$ cat src/srtmr_pkg.sv
// Package for the reload/capture timer: register map, field layout, types.
// Assumes an APB master with 32-bit data and word-aligned registers.
// Notes on behaviour
// - Counter is two separately accessible 8-bit halves.
// - 16-bit mode overflow loads both reload bytes.
// - Every 16-bit overflow sets high overflow flag.
// - Timer interrupt enable raises interrupt on overflow.
// - Low byte wrap interrupts when low enable set.
// - Four clocks; slow ones synchronised to system clock.
// - Split mode: two 8-bit auto-reload counters.
// - Split: run bit gates high half only.
// - Fast select picks system clock, else external select.
// - Split: each half wrap sets its own flag.
// - Split: interrupt on high, or either with enable.
// - Flags cleared only by software, never hardware.
// - Capture mode entered by writing capture enable.
// - Capture on comparator edge or 8 rtc cycles.
// - Capture copies counter to reload, sets high flag.
// - Capture enable is control register bit 4.
package srtmr_pkg;

  // Register byte addresses.
  localparam logic [7:0] SRTMR_OFS_CTRL = 8'h00;
  localparam logic [7:0] SRTMR_OFS_CNT_LO = 8'h04;
  localparam logic [7:0] SRTMR_OFS_CNT_HI = 8'h08;
  localparam logic [7:0] SRTMR_OFS_RLD_LO = 8'h0c;
  localparam logic [7:0] SRTMR_OFS_RLD_HI = 8'h10;
  localparam logic [7:0] SRTMR_OFS_CLKCON = 8'h14;
  localparam logic [7:0] SRTMR_OFS_IEN = 8'h18;
  localparam logic [7:0] SRTMR_OFS_STAT = 8'h1c;
  localparam logic [7:0] SRTMR_OFS_MASK = 8'h20;

  // Timer control register fields.
  localparam int SRTMR_B_HOVF = 7;
  localparam int SRTMR_B_LOVF = 6;
  localparam int SRTMR_B_LOIEN = 5;
  localparam int SRTMR_B_CAPEN = 4;
  localparam int SRTMR_B_SPLIT = 3;
  localparam int SRTMR_B_RUN = 2;
  // Clock control register fields.
  localparam int SRTMR_B_HFAST = 1;
  localparam int SRTMR_B_LFAST = 0;
  // Global interrupt enable register field.
  localparam int SRTMR_B_TIEN = 5;
  // Sticky status and mask fields.
  localparam int SRTMR_S_HOVF = 0;
  localparam int SRTMR_S_LOVF = 1;
  localparam int SRTMR_S_CAP = 2;
  localparam int SRTMR_STAT_W = 3;

  localparam logic [7:0] SRTMR_RST_BYTE = 8'h00;
  localparam logic [1:0] SRTMR_XSEL_DIV12 = 2'h0;
  localparam logic [1:0] SRTMR_XSEL_RTC8 = 2'h1;
  localparam logic [1:0] SRTMR_XSEL_CMP = 2'h3;
  localparam int SRTMR_SYS_DIV = 12;
  localparam int SRTMR_RTC_DIV = 8;

  typedef struct packed {
    logic [31:0] paddr;
    logic pwrite;
    logic [31:0] pwdata;
  } srtmr_req_t;

  typedef struct packed {
    logic h;
    logic l;
  } srtmr_tick_t;

endpackage

$ cat src/srtmr_timer.sv
// Sixteen-bit reload/capture timer with an APB register slave.
// Assumes rtc_clk_in and cmp0_in are asynchronous to pclk.
// Assumes an APB master that holds each request until pready is high.
// Assumes clk_en is made in the pclk domain and freezes every flop.
// Registers are byte wide; the upper bits of a word read as zero.
`timescale 1ns/100ps
`default_nettype none
module srtmr_timer (
  input wire logic pclk,
  input wire logic presetn,
  input wire logic clk_en,
  // APB slave side.
  input wire logic psel,
  input wire logic penable,
  input wire logic pwrite,
  input wire logic [31:0] paddr,
  input wire logic [31:0] pwdata,
  output logic [31:0] prdata,
  output logic pready,
  output logic pslverr,
  // Asynchronous sources; each passes a two-flop synchroniser.
  input wire logic rtc_clk_in,
  input wire logic cmp0_in,
  // Level interrupt lines.
  output logic timer_irq,
  output logic irq
);

  // --------------------------------------------------------------------
  // Registers.
  // --------------------------------------------------------------------
  // Software-visible registers; the counter bytes also count.
  logic [7:0] counter_low_byte_r;
  logic [7:0] counter_high_byte_r;
  logic [7:0] reload_low_byte_r;
  logic [7:0] reload_high_byte_r;
  logic [7:0] timer_control_reg_r;
  logic [1:0] clock_control_reg_r;
  // Only the timer enable bit of the global enable register is kept.
  logic global_tien_r;
  // Sticky status and its mask, laid out bit for bit alike.
  logic [srtmr_pkg::SRTMR_STAT_W-1:0] stat_r;
  logic [srtmr_pkg::SRTMR_STAT_W-1:0] mask_r;
  // Bus response and interrupt flops behind the output ports.
  logic [31:0] prdata_r;
  logic pready_r;
  logic pslverr_r;
  logic timer_irq_r;
  logic irq_r;

  // --------------------------------------------------------------------
  // Synchronisers and clock sources.
  // --------------------------------------------------------------------
  // Two-flop synchronisers and edge detectors for the async inputs.
  logic [1:0] rtc_sync_r;
  logic [1:0] cmp_sync_r;
  logic rtc_prev_r;
  logic cmp_prev_r;
  // Free-running divider that yields one pulse every twelfth cycle.
  logic [3:0] div12_r;
  // Counts synchronised rtc rising edges; its top bit is rtc / 8.
  logic [2:0] rtc_div_r;
  logic rtc_div8_prev_r;

  // Only the second stage of each synchroniser is read by logic.
  wire rtc_s = rtc_sync_r[1];
  wire cmp_s = cmp_sync_r[1];
  // One-cycle strobes for each clock source.
  wire rtc_rise = rtc_s & ~rtc_prev_r;
  wire cmp_rise = cmp_s & ~cmp_prev_r;
  wire div12_tick = (div12_r == 4'(srtmr_pkg::SRTMR_SYS_DIV - 1));
  wire rtc8_tick = rtc_rise &
                   (rtc_div_r == 3'(srtmr_pkg::SRTMR_RTC_DIV - 1));
  wire rtc_div8 = rtc_div_r[2];
  wire rtc8_rise = rtc_div8 & ~rtc_div8_prev_r;
  // The count tick fires when the divider's top bit rises, on the fourth
  // edge of each group of eight; the capture strobe fires on the eighth,
  // so the two never fall in the same cycle.

  // Decoded control fields.
  wire [1:0] xsel = timer_control_reg_r[1:0];
  wire split = timer_control_reg_r[srtmr_pkg::SRTMR_B_SPLIT];
  wire run = timer_control_reg_r[srtmr_pkg::SRTMR_B_RUN];
  wire capen = timer_control_reg_r[srtmr_pkg::SRTMR_B_CAPEN];
  wire loien = timer_control_reg_r[srtmr_pkg::SRTMR_B_LOIEN];

  // --------------------------------------------------------------------
  // Clock tick selection.
  // --------------------------------------------------------------------
  // Selects the count tick for one half from its fast-select bit.
  // The reserved external code gives no tick, so a half whose fast bit is clear stands still.
  function automatic logic sel_tick(input logic fast,
                                    input logic [1:0] xs,
                                    input logic d12,
                                    input logic r8,
                                    input logic cr);
    logic t;
    t = 1'b0;
    if (fast) begin
      t = 1'b1;
    end else begin
      unique case (xs)
        srtmr_pkg::SRTMR_XSEL_DIV12: t = d12;
        srtmr_pkg::SRTMR_XSEL_RTC8: t = r8;
        srtmr_pkg::SRTMR_XSEL_CMP: t = cr;
        default: t = 1'b0;
      endcase
    end
    return t;
  endfunction

  // Both halves share the external select; only the fast bits differ.
  // A fast half counts on every enabled pclk cycle.
  srtmr_pkg::srtmr_tick_t tick;
  assign tick.h = sel_tick(clock_control_reg_r[srtmr_pkg::SRTMR_B_HFAST],
                           xsel, div12_tick, rtc8_rise, cmp_rise);
  assign tick.l = sel_tick(clock_control_reg_r[srtmr_pkg::SRTMR_B_LFAST],
                           xsel, div12_tick, rtc8_rise, cmp_rise);

  // --------------------------------------------------------------------
  // Counting.
  // --------------------------------------------------------------------
  // In 16-bit mode the low half's clock drives the whole counter.
  // The high fast bit is ignored then, and the run bit gates the count.
  // In split mode the low half runs freely and only the high half obeys
  // the run bit.
  wire inc16 = ~split & run & tick.l;
  wire inc_l = split ? tick.l : inc16;
  wire inc_h8 = split & run & tick.h;
  wire lo_wrap = inc_l & (counter_low_byte_r == 8'hff);
  // In 16-bit mode the high byte wraps only when the low byte wraps in the same tick.
  wire hi_wrap16 = inc16 & lo_wrap & (counter_high_byte_r == 8'hff);
  wire hi_wrap8 = inc_h8 & (counter_high_byte_r == 8'hff);
  wire hi_wrap = hi_wrap16 | hi_wrap8;
  // A capture needs no count tick; it fires on the raw strobe.
  // Bit 1 of the external select: 0 picks the rtc, 1 comparator.
  wire cap_ev = capen & (xsel[1] ? cmp_rise : rtc8_tick);

  // Next counter value: the reload takes the place of the wrap to zero,
  // so after an overflow the counter shows the reload value, not 0x00 or 0x0000.
  logic [7:0] cnt_lo_nxt;
  logic [7:0] cnt_hi_nxt;
  always_comb begin
    cnt_lo_nxt = counter_low_byte_r;
    cnt_hi_nxt = counter_high_byte_r;
    if (split) begin
      if (inc_l) begin
        cnt_lo_nxt = lo_wrap ? reload_low_byte_r :
                     8'(counter_low_byte_r + 8'h01);
      end
      if (inc_h8) begin
        cnt_hi_nxt = hi_wrap8 ? reload_high_byte_r :
                     8'(counter_high_byte_r + 8'h01);
      end
    end else if (inc16) begin
      if (hi_wrap16) begin
        cnt_lo_nxt = reload_low_byte_r;
        cnt_hi_nxt = reload_high_byte_r;
      end else begin
        cnt_lo_nxt = 8'(counter_low_byte_r + 8'h01);
        // A low wrap without a high wrap carries into the high byte.
        if (lo_wrap) begin
          cnt_hi_nxt = 8'(counter_high_byte_r + 8'h01);
        end
      end
    end
  end

  // --------------------------------------------------------------------
  // APB decode.
  // --------------------------------------------------------------------
  // The request is carried as one struct from the bus pins.
  srtmr_pkg::srtmr_req_t req;
  assign req = '{paddr: paddr, pwrite: pwrite, pwdata: pwdata};
  // The access is taken in the first access cycle; pready follows one
  // cycle later. Read data and the read-clear of status are taken at the
  // first edge, so that no event between snapshot and clear is lost.
  // A write lands at the edge at which the master sees pready high.
  wire acc = psel & penable & ~pready_r;
  wire fin = psel & penable & pready_r;
  wire wr = fin & req.pwrite;
  wire rd = acc & ~req.pwrite;
  wire [7:0] a = req.paddr[7:0];
  wire hit_ctrl = (a == srtmr_pkg::SRTMR_OFS_CTRL);
  wire hit_clo = (a == srtmr_pkg::SRTMR_OFS_CNT_LO);
  wire hit_chi = (a == srtmr_pkg::SRTMR_OFS_CNT_HI);
  wire hit_rlo = (a == srtmr_pkg::SRTMR_OFS_RLD_LO);
  wire hit_rhi = (a == srtmr_pkg::SRTMR_OFS_RLD_HI);
  wire hit_ckc = (a == srtmr_pkg::SRTMR_OFS_CLKCON);
  wire hit_ien = (a == srtmr_pkg::SRTMR_OFS_IEN);
  wire hit_st = (a == srtmr_pkg::SRTMR_OFS_STAT);
  wire hit_msk = (a == srtmr_pkg::SRTMR_OFS_MASK);
  // Anything outside the nine words answers with pslverr; effects decode only paddr[7:0], so a matching low byte still acts.
  wire mapped = (req.paddr[31:8] == 24'h000000) & (hit_ctrl | hit_clo |
                hit_chi | hit_rlo | hit_rhi | hit_ckc | hit_ien |
                hit_st | hit_msk);
  wire [7:0] wb = req.pwdata[7:0];

  // --------------------------------------------------------------------
  // Read data selection.
  // --------------------------------------------------------------------
  // Later hits win, but the address decodes are exclusive.
  logic [31:0] rdata_sel;
  always_comb begin
    rdata_sel = 32'h00000000;
    if (hit_ctrl) rdata_sel = {24'h000000, timer_control_reg_r};
    if (hit_clo) rdata_sel = {24'h000000, counter_low_byte_r};
    if (hit_chi) rdata_sel = {24'h000000, counter_high_byte_r};
    if (hit_rlo) rdata_sel = {24'h000000, reload_low_byte_r};
    if (hit_rhi) rdata_sel = {24'h000000, reload_high_byte_r};
    if (hit_ckc) rdata_sel = {30'h00000000, clock_control_reg_r};
    if (hit_ien) rdata_sel = {26'h0000000, global_tien_r, 5'h00};
    if (hit_st) rdata_sel = {29'h00000000, stat_r};
    if (hit_msk) rdata_sel = {29'h00000000, mask_r};
  end

  // --------------------------------------------------------------------
  // Flags and interrupts.
  // --------------------------------------------------------------------
  // Hardware sets win over a software write of zero in the same cycle.
  wire w_ctrl = wr & hit_ctrl;
  // The high flag is set by a high wrap in either mode or by a capture.
  wire hflag_nxt = hi_wrap | cap_ev |
                   (w_ctrl ? wb[srtmr_pkg::SRTMR_B_HOVF] :
                    timer_control_reg_r[srtmr_pkg::SRTMR_B_HOVF]);
  // The low flag is set by any low-half wrap, whatever the mode.
  wire lflag_nxt = lo_wrap |
                   (w_ctrl ? wb[srtmr_pkg::SRTMR_B_LOVF] :
                    timer_control_reg_r[srtmr_pkg::SRTMR_B_LOVF]);
  // The other control bits are plain read/write.
  wire [5:0] ctrl_lo_nxt = w_ctrl ? wb[5:0] : timer_control_reg_r[5:0];
  // Status collects the same events as sticky bits for the mask path.
  wire [srtmr_pkg::SRTMR_STAT_W-1:0] ev = {cap_ev, lo_wrap, hi_wrap};
  // A read clears status, but an event in the same cycle still sets it.
  wire st_clr = rd & hit_st;
  wire [srtmr_pkg::SRTMR_STAT_W-1:0] stat_nxt = ev |
                                        (st_clr ? '0 : stat_r);
  // The timer line follows the control flags, not the status register,
  // so clearing a flag in the control register is what drops it.
  wire tirq_nxt = global_tien_r &
                  (timer_control_reg_r[srtmr_pkg::SRTMR_B_HOVF] |
                   (loien & timer_control_reg_r[srtmr_pkg::SRTMR_B_LOVF]));

  // --------------------------------------------------------------------
  // Synchroniser and divider flops.
  // --------------------------------------------------------------------
  // The first stages feed only the second; edge detectors read the
  // second stage and a delayed copy of it.

  always_ff @(posedge pclk or negedge presetn) begin
    if (!presetn) begin
      rtc_sync_r <= 2'h0;
      cmp_sync_r <= 2'h0;
      rtc_prev_r <= 1'b0;
      cmp_prev_r <= 1'b0;
      rtc_div8_prev_r <= 1'b0;
    end else if (clk_en) begin
      // Each source is shifted through its two stages.
      rtc_sync_r <= {rtc_sync_r[0], rtc_clk_in};
      cmp_sync_r <= {cmp_sync_r[0], cmp0_in};
      rtc_prev_r <= rtc_s;
      cmp_prev_r <= cmp_s;
      rtc_div8_prev_r <= rtc_div8;
    end
  end

  always_ff @(posedge pclk or negedge presetn) begin
    if (!presetn) begin
      div12_r <= 4'h0;
      rtc_div_r <= 3'h0;
    end else if (clk_en) begin
      // The divider runs whether or not it is selected.
      div12_r <= div12_tick ? 4'h0 : 4'(div12_r + 4'h1);
      // The rtc divider counts in every mode so captures stay periodic.
      if (rtc_rise) begin
        rtc_div_r <= 3'(rtc_div_r + 3'h1);
      end
    end
  end

  // --------------------------------------------------------------------
  // Counter and reload flops.
  // --------------------------------------------------------------------
  // A software write to a counter byte wins over the count in that cycle.

  always_ff @(posedge pclk or negedge presetn) begin
    if (!presetn) begin
      counter_low_byte_r <= srtmr_pkg::SRTMR_RST_BYTE;
      counter_high_byte_r <= srtmr_pkg::SRTMR_RST_BYTE;
    end else if (clk_en) begin
      counter_low_byte_r <= (wr & hit_clo) ? wb : cnt_lo_nxt;
      counter_high_byte_r <= (wr & hit_chi) ? wb : cnt_hi_nxt;
    end
  end

  always_ff @(posedge pclk or negedge presetn) begin
    if (!presetn) begin
      reload_low_byte_r <= srtmr_pkg::SRTMR_RST_BYTE;
      reload_high_byte_r <= srtmr_pkg::SRTMR_RST_BYTE;
    end else if (clk_en) begin
      // A capture wins over a reload write in the same cycle.
      if (cap_ev) begin
        reload_low_byte_r <= counter_low_byte_r;
        reload_high_byte_r <= counter_high_byte_r;
      end else begin
        if (wr & hit_rlo) reload_low_byte_r <= wb;
        if (wr & hit_rhi) reload_high_byte_r <= wb;
      end
    end
  end

  // --------------------------------------------------------------------
  // Control, status and interrupt enable flops.
  // --------------------------------------------------------------------
  // The flag bits take their hardware set or the written value; the
  // other control bits follow software only.

  always_ff @(posedge pclk or negedge presetn) begin
    if (!presetn) begin
      timer_control_reg_r <= srtmr_pkg::SRTMR_RST_BYTE;
      clock_control_reg_r <= 2'h0;
      global_tien_r <= 1'b0;
      mask_r <= '0;
      stat_r <= '0;
    end else if (clk_en) begin
      timer_control_reg_r <= {hflag_nxt, lflag_nxt, ctrl_lo_nxt};
      if (wr & hit_ckc) clock_control_reg_r <= wb[1:0];
      if (wr & hit_ien) global_tien_r <= wb[srtmr_pkg::SRTMR_B_TIEN];
      if (wr & hit_msk) mask_r <= wb[srtmr_pkg::SRTMR_STAT_W-1:0];
      stat_r <= stat_nxt;
    end
  end

  // --------------------------------------------------------------------
  // Bus response and interrupt output flops.
  // --------------------------------------------------------------------
  // Every port below comes straight from one of these flops.

  always_ff @(posedge pclk or negedge presetn) begin
    if (!presetn) begin
      prdata_r <= 32'h00000000;
      pready_r <= 1'b0;
      pslverr_r <= 1'b0;
      timer_irq_r <= 1'b0;
      irq_r <= 1'b0;
    end else if (clk_en) begin
      // pready is a one-cycle pulse one edge after the access is taken.
      pready_r <= acc;
      pslverr_r <= acc & ~mapped;
      if (rd) prdata_r <= rdata_sel;
      timer_irq_r <= tirq_nxt;
      // The mask line is one cycle behind the status register.
      irq_r <= |(stat_r & mask_r);
    end
  end

  // --------------------------------------------------------------------
  // Ports.
  // --------------------------------------------------------------------
  assign prdata = prdata_r;
  assign pready = pready_r;
  assign pslverr = pslverr_r;
  assign timer_irq = timer_irq_r;
  assign irq = irq_r;

endmodule
`default_nettype wire

$ cat config.mk
export PLATFORM = sky130hd
export DESIGN_NAME = srtmr_timer
export DESIGN_NICKNAME = d
export VERILOG_FILES = /design/src/srtmr_pkg.sv /design/src/srtmr_timer.sv
export SDC_FILE = /design/constraint.sdc
export NUM_CORES = 1
export LEC_CHECK = 0
export ABC_AREA = 1
export BUFFER_PORTS_ARGS = -buffer_cell sky130_fd_sc_hd__buf_2
export CORE_ASPECT_RATIO = 0.6
export CORE_UTILIZATION = 45
export CTS_CLUSTER_DIAMETER = 150
export DETAILED_ROUTE_END_ITERATION = 8
export PLACE_DENSITY_LB_ADDON = 0.2
export SETUP_SLACK_MARGIN = 0.15
export SYNTH_ARGS = -nofsm -noshare
export SYNTH_HDL_FRONTEND = slang
export SYNTH_SLANG_ARGS = --single-unit
$ cat constraint.sdc
create_clock -name pclk -period 2.2 [get_ports pclk]
set_input_delay 0.22 -clock pclk [delete_from_list [all_inputs] [get_ports pclk]]
set_output_delay 0.22 -clock pclk [all_outputs]
set_load 0.1 [all_outputs]
* Word level (Yosys, flattened, before mapping)
Cells that the tools add are included.
** Operators by class
- $add $sub $neg :: 4
- Eq/ne operators :: 16
- Muxes and demuxes :: 35
- Bitwise gates (word level) :: 53
- Reduce and logical (&&, ||, !) cells :: 19
** Operators by type and width (count)
- 32-bit 2-to-1 mux :: 8
- 8-bit 2-to-1 mux :: 18
- 8-bit by 5-bit == test with 1-bit output (second input constant) :: 4
- 1-bit AND :: 31
- 24-bit logical NOT :: 1
- 8-bit by 1-bit adder with 8-bit output (second input constant) :: 2
- 8-bit by 4-bit == test with 1-bit output (second input constant) :: 2
- 8-bit == test (second input constant) :: 2
- 2-bit AND reduction :: 8
- 1-bit OR :: 13
- 8-bit by 3-bit == test with 1-bit output (second input constant) :: 1
- 8-bit by 6-bit == test with 1-bit output (second input constant) :: 1
- 8-bit logical NOT :: 1
- 1-bit inverter :: 7
- 1-bit 2-to-1 mux :: 6
- 3-bit by 1-bit != test with 1-bit output (second input constant) :: 2
- 3-bit nonzero test :: 2
- 4-bit by 1-bit adder with 4-bit output (second input constant) :: 1
- 4-bit == test (second input constant) :: 1
- 4-bit 2-to-1 mux :: 1
- 4-bit AND reduction :: 1
- 2-bit nonzero test :: 2
- 4-bit nonzero test :: 1
- 3-bit by 1-bit adder with 3-bit output (second input constant) :: 1
- other kinds (10) :: 10
** Storage, ports and cells
- Register bits after elaboration :: 99
- Bits of input ports :: 72
- Output and inout bits :: 36
- Logic and storage cells :: 149

* Depth between registers and ports, before layout
Gate-level depths: netlist of run 1.
- Depth after elaboration :: 13
- Mapped depth :: 13
- Depth with buffers taken out :: 13

* Least setup slack after synthesis of run 1
No wires, ideal clock.
- Path type :: register -> register
- From :: register pready_r (netlist: pready)
- To :: register counter_low_byte_r[2]
- Library setup time :: 77 ps
- Arrival time :: 2070 ps
- Data required time :: 2123 ps
- Slack :: 53 ps
- Cell stages (with the launch flop) :: 9
- Buffers on the path :: 0
- Period minus slack after synthesis :: 2147 ps
- Cell sequence :: dfrtp_1 nand4_1 inv_1 nand2_2 nand2_1 nand2_1 inv_1 nor2_1 a21oi_1
** Between the ends
- Word-level cells in the longest chain between the ends :: 5
- Elaborated cells between the ends (all ways) :: 7
- Those cells by class :: eq/ne (1); mux (1); bitwise (3); reduce/logical (2)
** Ends and longest elaborated chain
- from (decl) :: line srtmr_timer.sv:46 : logic pready_r;
- from (signal assigned) :: line srtmr_timer.sv:342 : pready_r <= 1'b0;
- from (signal assigned) :: line srtmr_timer.sv:348 : pready_r <= acc;
- 1-bit AND * :: line srtmr_timer.sv:180 : wire fin = psel & penable & pready_r;
- 1-bit AND * :: line srtmr_timer.sv:181 : wire wr = fin & req.pwrite;
- 1-bit AND * :: line srtmr_timer.sv:291 : counter_low_byte_r <= (wr & hit_clo) ? wb : cnt_lo_nxt;
- 3-bit by 1-bit != test with 1-bit output (no line) or 3-bit nonzero test (tied branches)
- 3-bit AND reduction (no line)
- to (signal assigned) :: line srtmr_timer.sv:288 : counter_low_byte_r <= srtmr_pkg::SRTMR_RST_BYTE;
- to (signal assigned) :: line srtmr_timer.sv:291
- to (decl) :: line srtmr_timer.sv:33 : logic [7:0] counter_low_byte_r;
Mark *: on every way between the ends. The rest lies on a longest branch, timed or not.
A chain may end at the register's enable or synchronous reset.

* Worst setup path in the final report of run 1
- From :: register counter_high_byte_r[2]
- To :: register counter_high_byte_r[7]
** Between the ends
- Word-level cells in the longest chain between the ends :: 6
- Elaborated cells between the ends (all ways) :: 13
- Those cells by class :: add/sub (1); eq/ne (1); mux (7); bitwise (2); reduce/logical (2)
** Ends and longest elaborated chain
- from (decl) :: line srtmr_timer.sv:34 : logic [7:0] counter_high_byte_r;
- from (signal assigned) :: line srtmr_timer.sv:289 : counter_high_byte_r <= srtmr_pkg::SRTMR_RST_BYTE;
- from (signal assigned) :: line srtmr_timer.sv:292 : counter_high_byte_r <= (wr & hit_chi) ? wb : cnt_hi_nxt;
- 8-bit by 1-bit adder with 8-bit output or 8-bit == test (tied branches)
- 8-bit 2-to-1 mux, or another cell as far along :: line srtmr_timer.sv:162 : if (lo_wrap) begin
- 8-bit 2-to-1 mux, on equally long branches :: line srtmr_timer.sv:156, srtmr_timer.sv:152
- 8-bit 2-to-1 mux, on equally long branches :: line srtmr_timer.sv:155, srtmr_timer.sv:151
- 8-bit 2-to-1 mux :: line srtmr_timer.sv:146 : if (split) begin
- 8-bit 2-to-1 mux :: line srtmr_timer.sv:292
Several ways; a longest one is shown, not always the timed one. The select of a mux whose other input is x is not followed.

==> results.sh, run 1 <==
export IMPL_r2r_start="counter_high_byte_r[2]$_DFFE_PN0P_"
export IMPL_fin_crit_sh=0.885
export IMPL_hpwlAfterDp_um=12000
export IMPL_yosysSeqAreaShare=0.387
export IMPL_crit_path_end="counter_high_byte_r[7]$_DFFE_PN0P_"
export IMPL_rsz0062_at_grt="true"
export IMPL_grt_max_degree=35
export IMPL_drc=0
export IMPL_io_pins=108
export IMPL_critical_path_required_ns=2.42
export IMPL_finalSetupViolCount=0
export IMPL_synth_top_area_share=0.387
export IMPL_finalCriticalPeriod_ns=1.95
export IMPL_fin_tns_setup_ns=0
export IMPL_drive_above_1_share=0.183
export IMPL_p_leak_nw=3.03
export IMPL_dr_total_vias=5062
export IMPL_synth_ff_latch_count=75
export IMPL_drtIter0Drc=502
export IMPL_crit_type="register to register"
export IMPL_cts_max_level=3
export IMPL_grt_pass1_wl_um=24400
export IMPL_first_global_vias=4533
export IMPL_syn_to_final_growth_pct=20.3
export IMPL_min_path_type="input port to register"
export IMPL_worstPathArrival_ns=2.17
export IMPL_die_y_um=82.5
export IMPL_synth_area_leader_cell="dfrtp_1"
export IMPL_cts_max_path_buffers=2
export IMPL_hold_violations=0
export IMPL_gp_congestion=1.00
export IMPL_critPathMaxFanout=5
export IMPL_dp_slack_ns=0.113
export IMPL_maxCapViolations=0
export IMPL_reg2reg_to="counter_high_byte_r[7]$_DFFE_PN0P_"
export IMPL_clk_pin_slew_ns=0.06
export IMPL_yosysWarningCount=0
export IMPL_syn_avg_cell_area_um2=7.04
export IMPL_wl_um=15700
export IMPL_worst_slew_pin_transition_ns=0.547
export IMPL_antenna_left=0
export IMPL_track_usage=0.292
export IMPL_synth_cells=690
export IMPL_critPathLaunch="counter_high_byte_r[2]$_DFFE_PN0P_"
export IMPL_ir_drop_uv=354
export IMPL_cts_sinks=75
export IMPL_synth_area_leaders="dfrtp_1 39%, nand2_1 15%, inv_1 6.3%"
export IMPL_endpoint_kind="register"
export IMPL_die_area_mm2=0.0112
export IMPL_slew_headroom=0.633
export IMPL_skew_ns=0.00469
export IMPL_root_buffer="clkbuf_16"
export IMPL_p_per_area_mw_per_mm2=648
export IMPL_fmax_mhz=514
export IMPL_rrSetupSlack_ns=0.25
export IMPL_setup_worst_path_start_class="register"
export IMPL_die_x_um=136
export IMPL_grt_overflow_total=0
export IMPL_wl_per_cell_um=17.1
export IMPL_numCtsBuffers=9
export IMPL_insertion_delay_ns=0.33
export IMPL_core_area_mm2=0.0102
export IMPL_port_buffers=59
export IMPL_tritoncts="built"
export IMPL_antenna_found_initial=0
export IMPL_synthDistinctLibCells=40
export IMPL_n_antenna_cell=0
export IMPL_initial_utilization=0.478
export IMPL_num_rows=28
export IMPL_reg2reg_depth=11
export IMPL_nNetsFinal=858
export IMPL_netlist_area_mm2=0.00485
export IMPL_fin_ws_ns=0.253
export IMPL_status="complete, no violations"
export IMPL_slew_violations=0
export IMPL_via_per_inst=5.50
export IMPL_dr_pass1_iters=6
## Yosys cell counts
master,n
a21oi_1,26
a31oi_1,4
and2b_1,1
and3_1,1
buf_1,2
buf_2,8
buf_4,28
buf_6,1
clkbuf_1,5
clkinv_1,1
conb_1,1
dfrtp_1,75
ha_1,5
inv_1,82
mux2_2,3
nand2_1,194
nand2_2,4
nand2_4,1
nand3_1,57
nand3_4,2
nand4_1,29
nand4_2,1
nor2_1,57
nor2_2,4
nor2_4,1
nor3_1,8
nor3_2,2
nor3b_1,1
nor4_1,4
o2111ai_1,4
o211ai_1,3
o21a_1,1
o21ai_0,56
o21ai_1,1
o21bai_1,1
o221ai_1,1
o22ai_1,3
or2_2,1
xnor2_1,3
xor2_1,8
## cells by family (layout without fill, tap and decap cells)
family          after synthesis  count (layout)  synth area share
simple gates                368             369             0.338
flops                        75              75             0.387
xor+xnor                     11              11            0.0198
fa+ha+maj                     5               5            0.0129
compound gates              100             100             0.111
mux                           3               3           0.00696
buf+inv                     127             198             0.123
other cells                   1              24          0.000772
## flip-flops by register name, indices dropped and copies added, names as in the netlist, 2 cells and up
register	flops
clock_control_reg_r	2
cmp_sync_r	2
counter_high_byte_r	8
counter_low_byte_r	8
div12_r	4
mask_r	3
prdata	8
reload_high_byte_r	8
reload_low_byte_r	8
rtc_div_r	3
rtc_sync_r	2
stat_r	3
timer_control_reg_r	8
## power by group
part           switching (W)  internal (W)
registers          0.0000879       0.00148
clock network       0.000566      0.000933
logic               0.000518      0.000198
## per-stage QoR
| stage | cells | hold WS [ns] | util | total power [W] | instance area (um2) |
|---|---|---|---|---|---|
| after CTS | 910 | 0.0958 | 0.563 | 0.00379 | 5720 |
| after global placement | 893 | 0.160 | 0.531 | 0.00225 | 5400 |
| after global routing | 920 | 0.110 | 0.575 | 0.00394 | 5840 |
| after detailed placement | 893 | 0.159 | 0.531 | 0.00228 | 5400 |
| final | 920 | 0.0930 | 0.575 | 0.00379 | 5840 |
| after floorplan | 713 | -0.0756 | - | 0.00210 | 4940 |
## final cells by class
type                    count  area (um2)
multi-input cells         512        2520
inverters                  83         312
well taps                 135         169
repair buffers            100         658
fillers                   992        4320
clock buffers              11         253
flip-flops and latches     75        1880
clock inverters             4        48.8
## worst min path at each step
stage / start / to / slack [ns] / cells after the start
finish: cmp0_in / cmp_sync_r[0]$_DFFE_PN0P_ / 0.09 / 3
global route: cmp0_in / cmp_sync_r[0]$_DFFE_PN0P_ / 0.11 / 3
CTS: cmp0_in / cmp_sync_r[0]$_DFFE_PN0P_ / 0.1 / 3
detailed placement: presetn / prdata[4]$_DFFE_PN0P_ / 0.16 / 1
global placement: presetn / prdata[3]$_DFFE_PN0P_ / 0.16 / 1
floorplan: presetn / clock_control_reg_r[0]$_DFFE_PN0P_ / -0.08 / 0
## worst max-delay path, stage by stage, from the launching register on
cell and delay [ns]:
dfrtp_1 0.55, nand3_1 0.19, nor3_1 0.47, nand2_1 0.09, nand2_1 0.08, nand2_1 0.04
inv_1 0.08, nand2_1 0.05, nand3_1 0.06, nand2_1 0.05, nor2_1 0.11, nor2_1 0.05
## layer usage
metal | wire length, um | track usage | up-vias
met5 | 0 | 0 | -
met2 | 6540 | 0.443 | 269
met4 | 167 | 0.0556 | 0
li1 | - | - | 2389
met3 | 1560 | 0.0598 | 21
met1 | 7450 | 0.431 | 2383
## cells in the final DEF, fill, tap and decap left out, types with 6 or more instances in the layout
cell type,n
buf_4,37
inv_1,82
dfrtp_1,73
nand4_1,29
buf_2,58
nand2_1,191
nor2_1,56
nand2_2,6
xor2_1,8
clkbuf_16,9
nor3_1,8
a21oi_1,26
conb_1,24
nand3_1,54
o21ai_0,55
## what timing repair did
action,in CTS,in global routing
gates cloned,0,1
pin swaps,0,6
buffers inserted,1,9
setup endpoints to repair,14,27
hold buffers,1,0
gates resized for setup,1,12
hold endpoints to repair,25,0
No activity file was read; power rests on OpenSTA's default activity.
==> run 2, diff against run 1 <==
--- a/config.mk
+++ b/config.mk
@@ -12,6 +12,7 @@
 export CTS_CLUSTER_DIAMETER = 150
 export DETAILED_ROUTE_END_ITERATION = 8
 export PLACE_DENSITY_LB_ADDON = 0.2
+export RECOVER_POWER = 25
 export SETUP_SLACK_MARGIN = 0.15
 export SYNTH_ARGS = -nofsm -noshare
 export SYNTH_HDL_FRONTEND = slang
==> run 2 against run 1 <==
Net effect:
- non-clock buffer count is the same
- clock-buffer cell count is the same
- sequential cell count is the same
- combinational power shrank 0.6%
- global-route usage is the same
- cell count is the same
- final area shrank 0.34%
- register-to-register slack is essentially flat
- power is essentially flat
- fmax is essentially flat
- wire length grew 0.36%
- critical path type unchanged
- critical endpoint is now counter_low_byte_r[0]$_DFFE_PN0P_
==> results.sh, run 2 (synthesis results as in run 1) <==
export IMPL_fin_tns_setup_ns=0
export IMPL_nNetsFinal=858
export IMPL_slew_violations=0
export IMPL_path_cells="ha_1, inv_1, nor2_2, nand3_1, nand4_1, buf_4, nand2_1, nand2_1, nand2_2, buf_4, a21oi_1, nand2_1, o21ai_1"
export IMPL_fin_crit_sh=0.885
export IMPL_critical_path_required_ns=2.46
export IMPL_numCtsBuffers=9
export IMPL_fmax_mhz=514
export IMPL_p_sw_frac=0.311
export IMPL_final_cell_mix="191 x nand2_1, 82 x inv_1, 73 x dfrtp_1"
export IMPL_insertion_delay_ns=0.34
export IMPL_syn_to_final_growth_pct=19.9
export IMPL_cpMostUsedCell="nand2_1"
export IMPL_grt_max_degree=35
export IMPL_worstPathArrival_ns=2.21
export IMPL_cts_sinks=75
export IMPL_tritoncts="built"
export IMPL_drive_above_1_share=0.181
export IMPL_dp_slack_ns=0.113
export IMPL_grt_overflow_total=0
export IMPL_status="complete, no violations"
export IMPL_antenna_left=0
export IMPL_setup_worst_path_start_class="register"
export IMPL_first_global_vias=4533
export IMPL_track_usage=0.292
export IMPL_io_pins=108
export IMPL_p_per_area_mw_per_mm2=651
export IMPL_rsz0062_at_grt="true"
export IMPL_p_leak_nw=3.02
export IMPL_core_area_mm2=0.0102
export IMPL_hpwlAfterDp_um=12000
export IMPL_power_frac_clock=0.397
export IMPL_initial_utilization=0.478
export IMPL_pwr_share_seq=0.415
export IMPL_crit_type="register to register"
export IMPL_finalSetupViolCount=0
export IMPL_num_rows=28
export IMPL_drc=0
export IMPL_wl_per_cell_um=17.1
export IMPL_skew_ns=0.00398
export IMPL_ir_drop_uv=357
export IMPL_final_common_cell="nand2_1"
export IMPL_antenna_found_initial=0
export IMPL_fin_ws_ns=0.253
export IMPL_die_y_um=82.5
export IMPL_crit_family="simple AND/OR/NAND/NOR gates"
export IMPL_worst_slew_pin_transition_ns=0.866
export IMPL_grt_pass1_wl_um=24400
export IMPL_crit_buf_inv=3
export IMPL_drtIter0Drc=545
export IMPL_maxCapViolations=0
export IMPL_critPathSlowestCell="dfrtp_1"
export IMPL_cts_max_level=3
export IMPL_root_buffer="clkbuf_16"
export IMPL_p_switching_w=0.00118
export IMPL_die_area_mm2=0.0112
export IMPL_finalCriticalPeriod_ns=1.95
export IMPL_critPathMaxFanout=7
export IMPL_min_path_type="input port to register"
export IMPL_wl_um=15800
export IMPL_cts_max_path_buffers=2
export IMPL_endpoint_kind="register"
export IMPL_combPwrFrac=0.188
export IMPL_dr_total_vias=5133
export IMPL_gp_congestion=1.00
export IMPL_dr_pass1_iters=6
export IMPL_die_x_um=136
export IMPL_hold_violations=0
export IMPL_port_buffers=59
export IMPL_fillers=997
export IMPL_slew_headroom=0.423
export IMPL_max_stage_delay_ns=0.39
export IMPL_via_per_inst=5.58
export IMPL_n_antenna_cell=0
export IMPL_intPower_w=0.00261
export IMPL_clk_pin_slew_ns=0.06
==> run 2: stage by stage <==
step / util / hold slack [ns] / instance area, um2 / std cells / power (W)
after floorplan: - / -0.0756 / 4940 / 713 / 0.00210
after global placement: 0.531 / 0.160 / 5400 / 893 / 0.00225
after detailed placement: 0.531 / 0.159 / 5400 / 893 / 0.00228
after CTS: 0.563 / 0.0958 / 5720 / 910 / 0.00379
after global routing: 0.573 / 0.110 / 5820 / 920 / 0.00393
final: 0.573 / 0.0911 / 5820 / 920 / 0.00379
==> run 2: path summary, 6_finish.rpt <==
check / cells after the start / from / slack (ns) / endpoint
min in group asynchronous: 2 / presetn / 0.34 / prdata[4]$_DFFE_PN0P_
worst min-delay path: 3 / cmp0_in / 0.09 / cmp_sync_r[0]$_DFFE_PN0P_
max in group asynchronous: 3 / presetn / 0.71 / counter_low_byte_r[6]$_DFFE_PN0P_
worst max register to register: 13 / div12_r[0]$_DFFE_PN0P_ / 0.25 / counter_low_byte_r[0]$_DFFE_PN0P_
worst min register to register: 2 / cmp_sync_r[0]$_DFFE_PN0P_ / 0.47 / cmp_sync_r[0]$_DFFE_PN0P_
worst max-delay path: 13 / div12_r[0]$_DFFE_PN0P_ / 0.25 / counter_low_byte_r[0]$_DFFE_PN0P_
==> run 2: what timing repair did <==
item	in CTS	in global routing
gates resized for setup	1	12
hold buffers	1	0
endpoints found under the hold margin	25	0
cloned	0	1
buffers inserted	1	9
pin swaps	0	6
endpoints found under the setup margin	14	27
==> run 2: metal layers <==
metal | routed length [um] | vias up | GRT usage
met5 | 0 | - | 0
met4 | 155 | 0 | 0.0556
met3 | 1600 | 18 | 0.0598
met2 | 6510 | 298 | 0.443
met1 | 7510 | 2419 | 0.431
li1 | - | 2398 | -
==> run 2: final cells by class <==
type	count	area, um2	share of cell area
Multi-Input combinational cell	512	2520	0.433
Tap cell	135	169	0.0290
Sequential cell	75	1880	0.323
Clock buffer	11	253	0.0434
Timing Repair Buffer	100	638	0.110
Inverter	83	312	0.0535
Clock inverter	4	48.8	0.00838
==> run 2: worst reg2reg max path: cells and delay by family, from the launching register on <==
| kind | cells | cell delay, ns |
|---|---|---|
| simple gates | 7 | 0.70 |
| buf+inv | 3 | 0.43 |
| flops | 1 | 0.39 |
| compound gates | 2 | 0.19 |
| fa+ha+maj | 1 | 0.16 |
==> run 2: power groups by stage <==
stage / clock [W] / combinational [W] / sequential (W)
2_1_floorplan: 0 / 0.000487 / 0.00161
3_3_place_gp: 0 / 0.000673 / 0.00158
3_5_place_dp: 0 / 0.000695 / 0.00159
4_1_cts: 0.00152 / 0.000699 / 0.00157
5_1_grt: 0.00157 / 0.000785 / 0.00158
6_report: 0.00150 / 0.000712 / 0.00157
==> run 3, diff against run 2 <==
--- a/config.mk
+++ b/config.mk
@@ -7,8 +7,11 @@
 export LEC_CHECK = 0
 export ABC_AREA = 1
 export BUFFER_PORTS_ARGS = -buffer_cell sky130_fd_sc_hd__buf_2
+export CELL_PAD_IN_SITES_DETAIL_PLACEMENT = 1
+export CELL_PAD_IN_SITES_GLOBAL_PLACEMENT = 2
 export CORE_ASPECT_RATIO = 0.6
-export CORE_UTILIZATION = 45
+export CORE_MARGIN = 2
+export CORE_UTILIZATION = 30
 export CTS_CLUSTER_DIAMETER = 150
 export DETAILED_ROUTE_END_ITERATION = 8
 export PLACE_DENSITY_LB_ADDON = 0.2
==> run 3 against run 2 <==
Net effect:
- hold slack got worse by 0.019 ns
- register-to-register slack is essentially flat
- die area grew 54%
- critical path type unchanged
- final area increased by 2.8%
- global-route usage shrank 7.3 points
- cell count grew 8.7%
- fmax shrank 0.47%
==> results.sh, run 3 (synthesis results as in run 1) <==
export IMPL_p_leak_nw=3.07
export IMPL_setup_worst_path_start_class="register"
export IMPL_antenna_found_initial=0
export IMPL_power_frac_clock=0.374
export IMPL_dp_slack_ns=-0.0325
export IMPL_cts_sinks=75
export IMPL_finalCriticalPeriod_ns=1.96
export IMPL_initial_utilization=0.311
export IMPL_worstPathArrival_ns=2.19
export IMPL_num_rows=35
export IMPL_combPwrFrac=0.209
export IMPL_numCtsBuffers=9
export IMPL_n_antenna_cell=0
export IMPL_dr_pass1_iters=5
export IMPL_fin_crit_sh=0.889
export IMPL_p_switching_w=0.00128
export IMPL_first_global_vias=5067
export IMPL_critPathLaunch="counter_low_byte_r[0]$_DFFE_PN0P_"
export IMPL_core_area_mm2=0.0156
export IMPL_fin_tns_setup_ns=0
export IMPL_crit_family="simple AND/OR/NAND/NOR gates"
export IMPL_io_pins=108
export IMPL_drive_above_1_share=0.193
export IMPL_max_stage_delay_ns=0.40
export IMPL_gp_congestion=0.859
export IMPL_final_cell_mix="193 x nand2_1, 82 x inv_1, 74 x dfrtp_1"
export IMPL_nNetsFinal=869
export IMPL_seqCellArea_mm2=0.00188
export IMPL_die_y_um=103
export IMPL_worst_slew_pin_transition_ns=1.12
export IMPL_finalSetupViolCount=0
export IMPL_finalNonFillerCells=1000
export IMPL_fmax_mhz=511
export IMPL_crit_type="register to register"
export IMPL_slew_headroom=0.255
export IMPL_r2r_start="counter_low_byte_r[0]$_DFFE_PN0P_"
export IMPL_insertion_delay_ns=0.35
export IMPL_cts_max_level=3
export IMPL_antenna_left=0
export IMPL_endpoint_kind="register"
export IMPL_hpwlAfterDp_um=14300
export IMPL_wl_um=18300
export IMPL_cts_max_path_buffers=2
export IMPL_rsz0062_at_grt="true"
export IMPL_port_buffers=59
export IMPL_status="complete, no violations"
export IMPL_worstHoldStart="cmp0_in"
export IMPL_drtIter0Drc=297
export IMPL_multiInputGateArea_mm2=0.00254
export IMPL_dr_total_vias=4988
export IMPL_critical_path_required_ns=2.44
export IMPL_cpMostUsedCell="nor2_1"
export IMPL_grt_max_degree=40
export IMPL_grt_overflow_total=0
export IMPL_ir_drop_uv=339
export IMPL_maxCapViolations=0
export IMPL_grt_pass1_wl_um=28600
export IMPL_fin_ws_ns=0.244
export IMPL_die_area_mm2=0.0172
export IMPL_slew_violations=0
export IMPL_clk_pin_slew_ns=0.07
export IMPL_crit_buf_inv=2
export IMPL_drc=0
export IMPL_min_path_type="input port to register"
export IMPL_wl_per_cell_um=18.3
export IMPL_skew_ns=0.0109
export IMPL_fillers=2019
export IMPL_hold_ws_ns=0.0717
export IMPL_tritoncts="built"
export IMPL_via_per_inst=4.99
export IMPL_intPower_w=0.00249
export IMPL_die_x_um=168
export IMPL_track_usage=0.220
export IMPL_hold_violations=0
export IMPL_p_per_area_mw_per_mm2=630
export IMPL_syn_to_final_growth_pct=23.3
export IMPL_critPathSlowestCell="dfrtp_1"
export IMPL_critPathMaxFanout=7
export IMPL_placedCellCount=972
export IMPL_pwr_share_seq=0.416
export IMPL_p_sw_frac=0.341
export IMPL_final_common_cell="nand2_1"
export IMPL_root_buffer="clkbuf_16"
export IMPL_path_cells="ha_4, nand3_2, nor3_4, and2b_2, buf_4, buf_6, nand4_1, nand3_1, nand2_1, nor2_1, nor2_1"
-- run 3: cell count changes in the layout (fill, tap and decap cells not counted), moves of 2 or more --
cell      change
clkinv_4      +2
clkbuf_8      -2
nand2_1       +2
nor2_4        +2
nand2_2       -2
buf_6         +4
nor2_2        -2
buf_4         +8
-- run 3: layer usage --
layer	wire length [um]	track usage	part of all wire	up-vias
li1	-	-	-	2413
met1	9620	0.339	0.53	2405
met2	7270	0.315	0.40	158
met3	1280	0.0441	0.070	12
met4	153	0.0451	0.0084	0
met5	0	0	0	-
-- run 3: worst reg2reg max path, cell delays in order (launching register included) --
cell and delay, ns:
dfrtp_1 0.40, ha_4 0.16, nand3_2 0.10, nor3_4 0.26, and2b_2 0.23, buf_4 0.12, buf_6 0.13, nand4_1 0.11
nand3_1 0.10, nand2_1 0.09, nor2_1 0.10, nor2_1 0.05
-- run 3: timing repair --
item	CTS	global route
setup endpoints to repair	17	25
gates resized for setup	3	17
hold buffers	1	0
pin swaps	1	2
gates cloned	0	1
endpoints found under the hold margin	37	0
setup buffers	1	9
-- run 3: through the flow --
stage          power, W  area, um2  utilization
2_1_floorplan   0.00210       4940            -
3_3_place_gp    0.00227       5540        0.355
3_5_place_dp    0.00231       5540        0.355
4_1_cts         0.00375       5850        0.375
5_1_grt         0.00395       5990        0.384
6_report        0.00377       5990        0.384
-- run 3: layout make-up --
| class | count | share of cell area |
|---|---|---|
| clock buffer | 9 | 0.0376 |
| inverter | 83 | 0.0520 |
| clock inverter | 7 | 0.00836 |
| multi-input combinational | 512 | 0.425 |
| tap | 203 | 0.0424 |
| sequential | 75 | 0.314 |
| timing repair buffer | 111 | 0.121 |
-- run 3: power by group through the flow --
stage | combinational, W | sequential [W] | clock, W
4_1_cts | 0.000735 | 0.00156 | 0.00145
2_1_floorplan | 0.000487 | 0.00161 | 0
5_1_grt | 0.000871 | 0.00158 | 0.00150
3_3_place_gp | 0.000697 | 0.00158 | 0
3_5_place_dp | 0.000723 | 0.00159 | 0
6_report | 0.000790 | 0.00157 | 0.00141
-- run 3: path summary, 6_finish.rpt --
| path | to | slack (ns) | cells past startpoint |
|---|---|---|---|
| setup reg to reg | counter_high_byte_r[4]$_DFFE_PN0P_ | 0.24 | 11 |
| max in group asynchronous | counter_high_byte_r[3]$_DFFE_PN0P_ | 0.75 | 3 |
| min in group asynchronous | prdata[3]$_DFFE_PN0P_ | 0.63 | 2 |
| setup / recovery | counter_high_byte_r[4]$_DFFE_PN0P_ | 0.24 | 11 |
| hold reg to reg | prdata[3]$_DFFE_PN0P_ | 0.48 | 2 |
| hold / removal | cmp_sync_r[0]$_DFFE_PN0P_ | 0.07 | 3 |
